`src/shared/stl_cfg.svh`:
```
// Constants of the trigger and I/O loopback self-test
`ifndef STL_CFG_SVH
`define STL_CFG_SVH
`define STL_NUM_TESTS 23
`define STL_T_DIGIN 5'h04
`define STL_T_HSHK 5'h05
`define STL_T_DATA 5'h06
`define STL_T_TBUS 5'h07
`define STL_T_XTRIG 5'h0d
`define STL_T_GET 5'h0e
`define STL_T_SHORT 5'h0f
`define STL_T_LAST 5'h16
`define STL_CLK_NS 10
`define STL_SETTLE_NS 80
`define STL_TIMEOUT_NS 2000
`define STL_SETTLE_CYC ((`STL_SETTLE_NS + `STL_CLK_NS - 1) / `STL_CLK_NS)
`define STL_TIMEOUT_CYC (`STL_TIMEOUT_NS / `STL_CLK_NS)
`endif

```
`src/shared/stl_pkg.sv`:
```
// Types of the trigger and I/O loopback self-test
`default_nettype none
package stl_pkg;
	typedef enum logic [3:0] {
		ST_IDLE = 4'h1,
		ST_APPLY = 4'h2,
		ST_WAIT = 4'h4,
		ST_EVAL = 4'h8
	} stl_state_e;
	typedef enum logic [2:0] {
		K_OUT, K_DIGIN, K_HSHK, K_DATA, K_TBUS, K_XTRIG, K_GET, K_SHORT
	} stl_kind_e;
endpackage
`default_nettype wire

```
`src/rtl/stl_selftest.sv`:
```
// Self-test sequencer for digital I/O, bus handshake and trigger loopbacks
`timescale 1ns/1ps
`default_nettype none
`include "stl_cfg.svh"
module stl_selftest
	import stl_pkg::*;
#(
	parameter int unsigned SETTLE_CYC = `STL_SETTLE_CYC,
	parameter int unsigned TIMEOUT_CYC = `STL_TIMEOUT_CYC
)(
	input wire logic clk_sys,
	input wire logic rst,
	input wire logic start,
	input wire logic [3:0] user_dig_out,
	input wire logic [6:0] user_trig_drive,
	input wire logic [3:0] port_a_line_i,
	output logic [3:0] port_a_line_o_r,
	output logic [3:0] port_a_line_oe_n_r,
	output logic [3:0] oc_output_o_r,
	output logic [3:0] oc_output_oe_n_r,
	input wire logic dig_in_port_line,
	output logic dig_in_level_r,
	input wire logic buffered_not_ready_for_data,
	input wire logic buffered_not_data_accepted,
	output logic buffered_data_valid_r,
	output logic bus_dio1_o_r,
	output logic bus_dio1_oe_n_r,
	input wire logic bus_data_sense_line,
	output logic [6:0] trig_drive_all_r,
	input wire logic [7:0] trig_in_all,
	output logic get_req_r,
	output logic test_busy_r,
	output logic test_done_r,
	output logic [`STL_NUM_TESTS-1:0] test_pass_r,
	output logic [`STL_NUM_TESTS-1:0] test_fail_r
);

	localparam logic [15:0] SETTLE_W = 16'(SETTLE_CYC);
	localparam logic [15:0] TIMEOUT_W = 16'(TIMEOUT_CYC);

	// Kind of subtest from its index
	function automatic stl_kind_e kind_of(input logic [4:0] i);
		if (i < `STL_T_DIGIN) return K_OUT;
		if (i == `STL_T_DIGIN) return K_DIGIN;
		if (i == `STL_T_HSHK) return K_HSHK;
		if (i == `STL_T_DATA) return K_DATA;
		if (i < `STL_T_XTRIG) return K_TBUS;
		if (i == `STL_T_XTRIG) return K_XTRIG;
		if (i == `STL_T_GET) return K_GET;
		return K_SHORT;
	endfunction

	// Trigger input watched by a subtest, numbered from zero
	function automatic logic [2:0] sel_of(input logic [4:0] i);
		logic [4:0] d;
		d = 5'h00;
		unique case (kind_of(i))
			K_TBUS: d = i - `STL_T_TBUS;
			K_XTRIG: d = 5'h06;
			K_GET: d = 5'h07;
			K_SHORT: d = i - `STL_T_SHORT;
			default: d = 5'h00;
		endcase
		return d[2:0];
	endfunction

	stl_state_e st_r, st_nxt;
	logic [4:0] idx_r, idx_nxt;
	logic ph_r, ph_nxt;
	logic [2:0] src_r, src_nxt;
	logic [15:0] cnt_r, cnt_nxt;
	logic ok_r, ok_nxt;
	logic det_r, det_nxt;
	logic [3:0] pa_o_nxt, pa_oe_n_nxt;
	logic dav_nxt, dio_oe_n_nxt, get_nxt, busy_nxt, done_nxt;
	logic [6:0] trig_nxt;
	logic [`STL_NUM_TESTS-1:0] pass_nxt, fail_nxt;
	stl_kind_e kind;
	logic [2:0] sel;
	logic [1:0] k;
	logic chk, wait_end, verdict;
	logic [3:0] nsrc;

	assign kind = kind_of(idx_r);
	assign sel = sel_of(idx_r);
	assign k = idx_r[1:0];

	// Sequencer next-state: drives, waits, checks and records
	always_comb
	begin
		st_nxt = st_r;
		idx_nxt = idx_r;
		ph_nxt = ph_r;
		src_nxt = src_r;
		cnt_nxt = cnt_r;
		ok_nxt = ok_r;
		det_nxt = det_r;
		pa_o_nxt = port_a_line_o_r;
		pa_oe_n_nxt = port_a_line_oe_n_r;
		dav_nxt = buffered_data_valid_r;
		dio_oe_n_nxt = bus_dio1_oe_n_r;
		get_nxt = get_req_r;
		trig_nxt = trig_drive_all_r;
		busy_nxt = test_busy_r;
		done_nxt = test_done_r;
		pass_nxt = test_pass_r;
		fail_nxt = test_fail_r;
		chk = 1'b1;
		wait_end = 1'b0;
		verdict = ok_r;
		nsrc = 4'h0;
		unique case (st_r)
			ST_IDLE:
			begin
				// Normal use: port A lines drive the outputs, user drives triggers
				pa_o_nxt = user_dig_out;
				pa_oe_n_nxt = 4'h0;
				trig_nxt = user_trig_drive;
				dav_nxt = 1'b0;
				dio_oe_n_nxt = 1'b1;
				get_nxt = 1'b0;
				if (start)
				begin
					st_nxt = ST_APPLY;
					idx_nxt = 5'h00;
					ph_nxt = 1'b0;
					src_nxt = 3'h0;
					ok_nxt = 1'b1;
					det_nxt = 1'b0;
					busy_nxt = 1'b1;
					done_nxt = 1'b0;
					pass_nxt = '0;
					fail_nxt = '0;
				end
			end
			ST_APPLY:
			begin
				// Release everything, then drive only what this step needs
				pa_o_nxt = 4'hf;
				pa_oe_n_nxt = 4'hf;
				trig_nxt = 7'h00;
				dav_nxt = 1'b0;
				dio_oe_n_nxt = 1'b1;
				get_nxt = 1'b0;
				cnt_nxt = 16'h0000;
				st_nxt = ST_WAIT;
				unique case (kind)
					K_OUT:
					begin
						// Even tests drive lines 4,6; odd tests drive 5,7
						pa_oe_n_nxt = idx_r[0] ? 4'h5 : 4'ha;
						pa_o_nxt[k] = ~ph_r;
					end
					K_HSHK: dav_nxt = ~ph_r;
					K_DATA: dio_oe_n_nxt = ph_r;
					K_TBUS, K_XTRIG: trig_nxt = ph_r ? 7'h00 : (7'h01 << sel);
					K_GET: get_nxt = ~ph_r;
					K_SHORT:
					begin
						// Source 7 is the group execute trigger, others are drives
						if (src_r == 3'h7)
							get_nxt = ~ph_r;
						else
							trig_nxt = ph_r ? 7'h00 : (7'h01 << src_r);
					end
					default: chk = 1'b1;
				endcase
			end
			ST_WAIT:
			begin
				cnt_nxt = cnt_r + 16'h0001;
				// A low on the watched input is a trigger; latch it at once
				if (!trig_in_all[sel])
					det_nxt = 1'b1;
				if (kind == K_HSHK)
				begin
					// Acceptor accepts while valid, then is ready again after release
					chk = ph_r ? (buffered_not_data_accepted && !buffered_not_ready_for_data)
						: !buffered_not_data_accepted;
					wait_end = chk || (cnt_r >= TIMEOUT_W);
				end
				else
				begin
					wait_end = (cnt_r >= SETTLE_W);
					unique case (kind)
						K_OUT: chk = (port_a_line_i[k + 2'd1] == ~ph_r);
						K_DIGIN: chk = dig_in_port_line;
						K_DATA: chk = (bus_data_sense_line == ph_r);
						default: chk = 1'b1;
					endcase
				end
				if (wait_end)
				begin
					ok_nxt = ok_r & chk;
					st_nxt = ST_EVAL;
				end
			end
			ST_EVAL:
			begin
				nsrc = {1'b0, src_r} + 4'h1;
				if (nsrc[2:0] == sel)
					nsrc = nsrc + 4'h1;
				unique case (kind)
					K_TBUS, K_GET: verdict = det_r;
					K_XTRIG, K_SHORT: verdict = !det_r;
					default: verdict = ok_r;
				endcase
				st_nxt = ST_APPLY;
				if (!ph_r)
					ph_nxt = 1'b1;
				else if (kind == K_SHORT && !nsrc[3])
				begin
					ph_nxt = 1'b0;
					src_nxt = nsrc[2:0];
				end
				else
				begin
					pass_nxt[idx_r] = verdict;
					fail_nxt[idx_r] = !verdict;
					ph_nxt = 1'b0;
					ok_nxt = 1'b1;
					det_nxt = 1'b0;
					idx_nxt = idx_r + 5'h01;
					src_nxt = (sel_of(idx_r + 5'h01) == 3'h0) ? 3'h1 : 3'h0;
					if (idx_r == `STL_T_LAST)
					begin
						st_nxt = ST_IDLE;
						busy_nxt = 1'b0;
						done_nxt = 1'b1;
					end
				end
			end
		endcase
	end

	// Sequencer registers; open-collector outputs pull low when a line is low
	always_ff @(posedge clk_sys)
	begin
		if (rst)
		begin
			st_r <= ST_IDLE;
			idx_r <= 5'h00;
			ph_r <= 1'b0;
			src_r <= 3'h0;
			cnt_r <= 16'h0000;
			ok_r <= 1'b1;
			det_r <= 1'b0;
			port_a_line_o_r <= 4'hf;
			port_a_line_oe_n_r <= 4'hf;
			oc_output_o_r <= 4'h0;
			oc_output_oe_n_r <= 4'hf;
			buffered_data_valid_r <= 1'b0;
			bus_dio1_o_r <= 1'b0;
			bus_dio1_oe_n_r <= 1'b1;
			trig_drive_all_r <= 7'h00;
			get_req_r <= 1'b0;
			test_busy_r <= 1'b0;
			test_done_r <= 1'b0;
			test_pass_r <= '0;
			test_fail_r <= '0;
		end
		else
		begin
			st_r <= st_nxt;
			idx_r <= idx_nxt;
			ph_r <= ph_nxt;
			src_r <= src_nxt;
			cnt_r <= cnt_nxt;
			ok_r <= ok_nxt;
			det_r <= det_nxt;
			port_a_line_o_r <= pa_o_nxt;
			port_a_line_oe_n_r <= pa_oe_n_nxt;
			oc_output_o_r <= 4'h0;
			oc_output_oe_n_r <= pa_oe_n_nxt | pa_o_nxt;
			buffered_data_valid_r <= dav_nxt;
			bus_dio1_o_r <= 1'b0;
			bus_dio1_oe_n_r <= dio_oe_n_nxt;
			trig_drive_all_r <= trig_nxt;
			get_req_r <= get_nxt;
			test_busy_r <= busy_nxt;
			test_done_r <= done_nxt;
			test_pass_r <= pass_nxt;
			test_fail_r <= fail_nxt;
		end
	end

	// Digital input level, sampled on every clock; the protection network is external
	always_ff @(posedge clk_sys)
	begin
		if (rst)
			dig_in_level_r <= 1'b1;
		else
			dig_in_level_r <= dig_in_port_line;
	end
endmodule
`default_nettype wire

```
`config.mk`:
```
export PLATFORM = sky130hd
export DESIGN_NAME = stl_selftest
export DESIGN_NICKNAME = d
export VERILOG_FILES = /design/src/shared/stl_pkg.sv /design/src/rtl/stl_selftest.sv
export VERILOG_INCLUDE_DIRS = /design/src /design/src/shared
export SDC_FILE = /design/constraint.sdc
export NUM_CORES = 1
export LEC_CHECK = 0
export BUFFER_PORTS_ARGS = -buffer_cell sky130_fd_sc_hd__buf_4
export CAP_MARGIN = 20
export CELL_PAD_IN_SITES_DETAIL_PLACEMENT = 1
export CELL_PAD_IN_SITES_GLOBAL_PLACEMENT = 1
export CORE_UTILIZATION = 45
export CTS_BUF_LIST = sky130_fd_sc_hd__clkbuf_4
export CTS_CLUSTER_DIAMETER = 50
export DETAILED_ROUTE_END_ITERATION = 10
export GPL_ROUTABILITY_DRIVEN = 0
export PLACE_DENSITY = 0.94
export SETUP_SLACK_MARGIN = 0.02
export SLEW_MARGIN = 20
export SYNTH_ARGS = -nofsm -noshare
export SYNTH_HDL_FRONTEND = slang
export SYNTH_SLANG_ARGS = --single-unit
```
`constraint.sdc`:
```
create_clock -name clk_sys -period 6.5 [get_ports clk_sys]
set_input_delay 0.65 -clock clk_sys [delete_from_list [all_inputs] [get_ports clk_sys]]
set_output_delay 0.65 -clock clk_sys [all_outputs]
set_load 0.01 [all_outputs]
```
; Word level (Yosys, flattened, before mapping)
; Index checks and enable logic that the tools add are counted.
[totals]
regBits = 102
input_bits = 30
out_inout_bits = 76
wordCells = 314
[classes]
addsub = 9
order_cmp = 12
n_eq_ne = 36
shift = 2
mux = 205
n_bitwise = 5
reduce_logical = 26
[op_table]
columns = op, n
row1 = $mux W3, 49
row2 = $mux W23, 5
row3 = $mux W1, 106
row4 = $pmux W23 S2, 2
row5 = $bwmux W23, 2
row6 = $pmux W16 S2, 1
row7 = $eq A5 B3 Y1 const B, 6
row8 = $mux W4, 7
row9 = $pmux W7 S2, 2
row10 = $eq A3 B3 Y1 const B, 9
row11 = $pmux W3 S4, 2
row12 = $mux W7, 3
row13 = $eq A5 B4 Y1 const B, 4
row14 = $add A16 B1 Y16 const B, 1
row15 = $ge A16 B4 Y1 const B, 1
row16 = $ge A16 B8 Y1 const B, 1
row17 = $pmux W1 S2, 8
row18 = $pmux W4 S2, 2
row19 = $pmux W4 S4, 1
row20 = $mux W5, 3
row21 = $reduce_and A5 Y1, 3
row22 = $shl A1 B3 Y7 const A, 2
row23 = $ne A2 B2 Y1 const B, 6
row24 = $sub A3 B3 Y3 const B, 4
row25 = 42 further kinds, 65

; Longest topological paths before layout
[depth]
ltp_word = 99
mapped_depth = 14
mapped_depth_nobuf = 10

; Worst setup path after synthesis
; No wires, ideal clock.
[synth_timing]
path_kind = reg2reg
start = register idx_r[0]
end = register test_pass_r[18]
setup_time_ns = 0.129
arrival_time_ns = 3.461
required_time_ns = 6.371
slack_ns = 2.911
stages_incl_launch_ff = 14
n_path_buf = 3
period_less_slack_ns = 3.589
path_cell_list = dfxtp_1 -> buf_6 -> inv_1 -> ha_1 -> or2_1 -> buf_2 -> a221o_1 -> and4_4 -> or3_1 -> a222oi_1 -> a21oi_1 -> clkbuf_1 -> a211oi_1 -> o21ai_0
[synth_via]
elab_chain_len = 26
elab_cells_between_ends = 78
classes_between = 2 x add/sub / 4 x order compare / 11 x eq/ne / 55 x mux / 6 x reduce/logical
[synth_rtl]
columns = item, line_no
row1 = "start, declared", stl_selftest.sv:68  ; logic [4:0] idx_r, idx_nxt;
row2 = "start signal, assigned", stl_selftest.sv:265  ; idx_r <= idx_nxt;
row3 = $eq A5 B3 Y1 (no line), -
row4 = $mux W3 (2 in series), stl_selftest.sv:44  ; if (i == `STL_T_DIGIN) return K_DIGIN;
row5 = $mux W3 (2 in series), stl_selftest.sv:45  ; if (i == `STL_T_HSHK) return K_HSHK;
row6 = $mux W3, stl_selftest.sv:44
row7 = $mux W3, stl_selftest.sv:46  ; if (i == `STL_T_DATA) return K_DATA;
row8 = $mux W3, stl_selftest.sv:47  ; if (i < `STL_T_XTRIG) return K_TBUS;
row9 = $mux W3, stl_selftest.sv:48  ; if (i == `STL_T_XTRIG) return K_XTRIG;
row10 = $mux W3, stl_selftest.sv:49  ; if (i == `STL_T_GET) return K_GET;
row11 = [... 8 more ...], -
row12 = $pmux W3 S4, stl_selftest.sv:57  ; unique case (kind_of(i))
row13 = $eq A3 B3 Y1, stl_selftest.sv:201  ; if (nsrc[2:0] == sel)
row14 = $mux W4, stl_selftest.sv:201
row15 = $mux W4, stl_selftest.sv:112  ; unique case (st_r)
row16 = $logic_not A1 Y1, stl_selftest.sv:211  ; else if (kind == K_SHORT && !nsrc[3])
row17 = $logic_and A1 B1 Y1, stl_selftest.sv:211
row18 = $ne A2 B2 Y1 (no line), -
row19 = $reduce_and A4 Y1 (no line), -
row20 = "end signal, assigned", stl_selftest.sv:282  ; test_pass_r <= pass_nxt;
row21 = "end, declared", stl_selftest.sv:34  ; output logic [`STL_NUM_TESTS-1:0] test_pass_r,
; Several ways; a longest one is shown, not always the timed one. The select of a mux whose other input is x is not followed.
; A chain may end at the register's enable or synchronous reset.

; Worst setup path in the final report
[layout_timing]
start = register idx_r[0]
end = register test_fail_r[15]
[layout_via]
elab_chain_len = 26
elab_cells_between_ends = 79
classes_between = 2 x add/sub / 4 x order compare / 11 x eq/ne / 55 x mux / 7 x reduce/logical
[layout_rtl]
columns = item, line_no
row1 = $eq A5 B3 Y1 (no line), -
row2 = $mux W3 (2 in series), stl_selftest.sv:44
row3 = $mux W3 (2 in series), stl_selftest.sv:45
row4 = $mux W3, stl_selftest.sv:44
row5 = $mux W3, stl_selftest.sv:46
row6 = $mux W3, stl_selftest.sv:47
row7 = $mux W3, stl_selftest.sv:48
row8 = $mux W3, stl_selftest.sv:49
row9 = [... 8 more ...], -
row10 = $pmux W3 S4 or $reduce_or A2 Y1 (tied branches), "stl_selftest.sv:57, stl_selftest.sv:203"
row11 = $eq A3 B3 Y1 or $pmux W1 S2 (tied branches), "stl_selftest.sv:201, stl_selftest.sv:203"
row12 = $mux W4 or $mux W1 (tied branches), "stl_selftest.sv:201, stl_selftest.sv:112"
row13 = $mux W4 or $logic_not A1 Y1 (tied branches), "stl_selftest.sv:112, stl_selftest.sv:219"
row14 = $logic_not A1 Y1 or $bwmux W23 (tied branches), "stl_selftest.sv:211, stl_selftest.sv:219"
row15 = $logic_and A1 B1 Y1 or $mux W23 (tied branches), stl_selftest.sv:211
row16 = $ne A2 B2 Y1 (no line) or $mux W23 (tied branches), -
row17 = $reduce_and A4 Y1 (no line) or $pmux W23 S2 (tied branches), -
row18 = "end signal, assigned", stl_selftest.sv:283  ; test_fail_r <= fail_nxt;
row19 = "end, declared", stl_selftest.sv:35  ; output logic [`STL_NUM_TESTS-1:0] test_fail_r
; Several ways; a longest one is shown, not always the timed one. The select of a mux whose other input is x is not followed.

==> metrics <==
status completed; Sw Pwr 0.352 mW; synth unique cells 72; Hold Violations, Final 0; Die ar. 0.0128 sq mm; top routing layer used met4; # diodes 0; hold_buf cts 0; Mapped Cells a little over 700; CTS tree built; row count 40; Post-synth EDFFs 0; buffer and inverter count on the worst path 1; yosys warns 0; clock slew at reported path FFs around 0.17 ns; die height 113 um; Max Freq approximately 190 MHz; Slew Limit Fails 0; global-route usage over all layers 0.298; Synth Flop Type dfxtp_1; # port buffers 100; Critical Path RT 6.91 ns; dominant cells by area after synthesis dfxtp_1 (37%), nand2_1 (8.8%), a21oi_1 (5.2%), o21ai_0 (4.8%), nor2_1 (3.8%); worst vdd ir ~0.15 mV; root buf cell clkbuf_4; top post-synthesis cells by count nand2_1 (131), dfxtp_1 (102), a21oi_1 (58); post-route ant nets 0; FF+latch area 0.00204 sq mm; crit path from idx_r[0]$_SDFFE_PP0P_; fraction of layout cells with a size suffix above 1 0.184; CP Cell Sequence inv_1, ha_1, or2_1, o31ai_4, o41ai_1, or3_1, a222oi_1, a21o_1, o21ai_1, o32ai_1; CP Capture Point test_fail_r[15]$_SDFFE_PP0P_; Sw Share 0.306; Num CTS Buffers 9; Avg Inst Size Synth ~7.7 sq um; Initial Util 0.462; vias in the first global route approximately 5.9k; R2R Setup Slk approximately 1.2 ns; Post-Route WL 18800 um; Worst EP arrival 5.74 ns; Clock Latency Late Sink 0.51 ns; clock sink total 102; vias about 6k; area fraction of the dominant cell type after synthesis 0.366; vias per inst 6.19; DRC viols 0; relative max-transition margin 0.322; NumNets Final ~840; Clock Tree Buf Depth 2; routed wl met3 1190 um; Comb power frac 0.146; WL/cell 19.4 um; slowest stage cell on the critical path a222oi_1; R2R Path End test_fail_r[15]$_SDFFE_PP0P_; setup TNS 0 ns; fill cell count 1521; Setup Fix Bufs, Post-CTS 0; sequential share of power 0.572; Pwr Density 175 mW/mm^2; final instance area approximately 0.0065 sq mm; Worst Path Class, Setup reg2reg; Int Power slightly below 0.8 mW; clock skew 0.0158 ns; Core Box Area 0.0121 sq mm; Tcrit/Tclk final 0.819; Clock power frac 0.281; final setup violation count 0; number of synthesized register bits 102; routed length on met1 8260 um; register area share after synthesis 0.366; max-cap viol count 0; IO Pins between 100 and 150; largest net degree at the start of global routing 57; H-Tree Level Count 3; asr flop ratio synth 0; # resized after CTS 0; largest area contributor in the netlist dfxtp_1; measured slew at the worst slew-check pin 1.01 ns; initial antenna violation count 0; placed inst area 0.00641 sq mm; Worst path max stage delay 0.73 ns; crit path max fanout 21; met2 wire len 8870 um; cell count along the critical path 10; Top Family by Delay on Critical Path compound AO/OA/AOI/OAI gates; chip width roughly 110 um; first-pass GRT wire length 30100 um; Power, Total ~1.1 mW; RSZ-0062 raised after global routing false; CP startpoint kind flop; Hold WC Path Type in2reg; drt first pass iters 5; R2R Path Start idx_r[0]$_SDFFE_PP0P_; CP Capture Type flop; First DRT Iteration DRCs 561; Congestion Overflow GR 0; Reg2Reg Depth 10; total leakage power 2.50 nW; Area Overhead vs Synth 17.3%; top-count cell post-synth nand2_1; Mapped Area around 0.0056 sq mm; min Tclk post-route 5.33 ns; Final HPWL DP approximately 13000 um; footprint of the multi-input gates 0.00326 sq mm
-- state kept, by name (all words and copies together), names as in the netlist, 3 cells and up --
name / cells
trig_drive_all_r: 7
test_fail_r: 23
src_r: 3
idx_r: 5
port_a_line_o_r: 4
port_a_line_oe_n_r: 4
test_pass_r: 23
cnt_r: 16
oc_output_oe_n_r: 4
st_r: 4
-- routing by layer --
layer | up-vias | global-route usage
met4 | 0 | 0.141
met1 | 2913 | 0.381
met5 | - | 0
li1 | 2762 | -
met2 | 278 | 0.496
met3 | 46 | 0.0407
-- power groups by stage --
stage / logic [mW] / registers, mW / clock network [mW]
after global placement: 0.158 / 0.669 / 0
after CTS: 0.167 / 0.657 / 0.329
final: 0.168 / 0.657 / 0.322
after detailed placement: 0.165 / 0.670 / 0
after global routing: 0.182 / 0.659 / 0.355
after floorplan: 0.0912 / 0.674 / 0
-- worst register-to-register path, stage by stage (launching register included) --
cell	delay, ns
dfxtp_1	0.63
inv_1	0.26
ha_1	0.49
or2_1	0.40
o31ai_4	0.44
o41ai_1	0.25
or3_1	0.39
a222oi_1	0.73
a21o_1	0.69
o21ai_1	0.54
o32ai_1	0.41
-- worst min-delay path by stage --
stage / slack (ns) / endpoint / from / depth (start not counted)
3_5_place_dp: 0.46 / trig_drive_all_r[0]$_SDFFE_PP0N_ / trig_drive_all_r[0]$_SDFFE_PP0N_ / 2
2_1_floorplan: 0.46 / cnt_r[9]$_SDFFE_PP0P_ / cnt_r[9]$_SDFFE_PP0P_ / 1
3_3_place_gp: 0.44 / trig_drive_all_r[4]$_SDFFE_PP0N_ / trig_drive_all_r[4]$_SDFFE_PP0N_ / 2
6_report: 0.35 / dig_in_level_r$_SDFF_PP1_ / dig_in_port_line / 2
4_1_cts: 0.34 / dig_in_level_r$_SDFF_PP1_ / dig_in_port_line / 2
5_1_grt: 0.34 / dig_in_level_r$_SDFF_PP1_ / dig_in_port_line / 2
-- cell type report --
class	instances	area share
clock buffer	9	0.0103
clock inverter	7	0.00842
inverter	19	0.0109
multi-input combinational	553	0.498
sequential	102	0.312
tap	168	0.0322
timing repair buffer	111	0.127
-- placed cells by master, fill, tap and decap left out, types with 6 or more instances in the layout --
master,netlist,layout
a211oi_1,9,9
a21oi_1,58,58
a31oi_1,6,6
and3_1,6,6
buf_4,6,111
clkbuf_4,0,9
dfxtp_1,102,102
ha_1,16,16
inv_1,19,19
mux2i_1,8,8
nand2_1,131,131
nand3_1,30,30
nand3b_1,6,6
nor2_1,56,56
nor3_1,19,19
o2111ai_1,16,16
o211ai_1,6,6
o21ai_0,54,54
o32ai_1,7,7
o41ai_1,7,7
or2_2,7,7
or3_1,7,7
-- cell families (layout without fill, tap and decap cells) --
family	count (synthesis)	count (layout)	share of synthesized area
adder cells (fa/ha/maj)	18	18	0.0395
buffers and inverters	69	146	0.0539
flip-flops	102	102	0.366
multiplexers	12	12	0.0245
AND/OR/NAND/NOR	301	301	0.252
AO/OA/AOI/OAI	212	212	0.255
other	1	5	0.000673
XOR/XNOR	5	5	0.00786
-- per-stage QoR --
| step | instances | hold WS, ns | setup WS (ns) | util |
|---|---|---|---|---|
| final | 969 | 0.351 | 1.17 | 0.542 |
| after global routing | 969 | 0.339 | 0.889 | 0.542 |
| after CTS | 969 | 0.336 | 1.25 | 0.542 |
| after detailed placement | 953 | 0.455 | 1.31 | 0.532 |
| after global placement | 953 | 0.443 | 1.71 | 0.532 |
| after floorplan | 724 | 0.463 | 2.91 | - |
(Power assumes the default switching activity.)
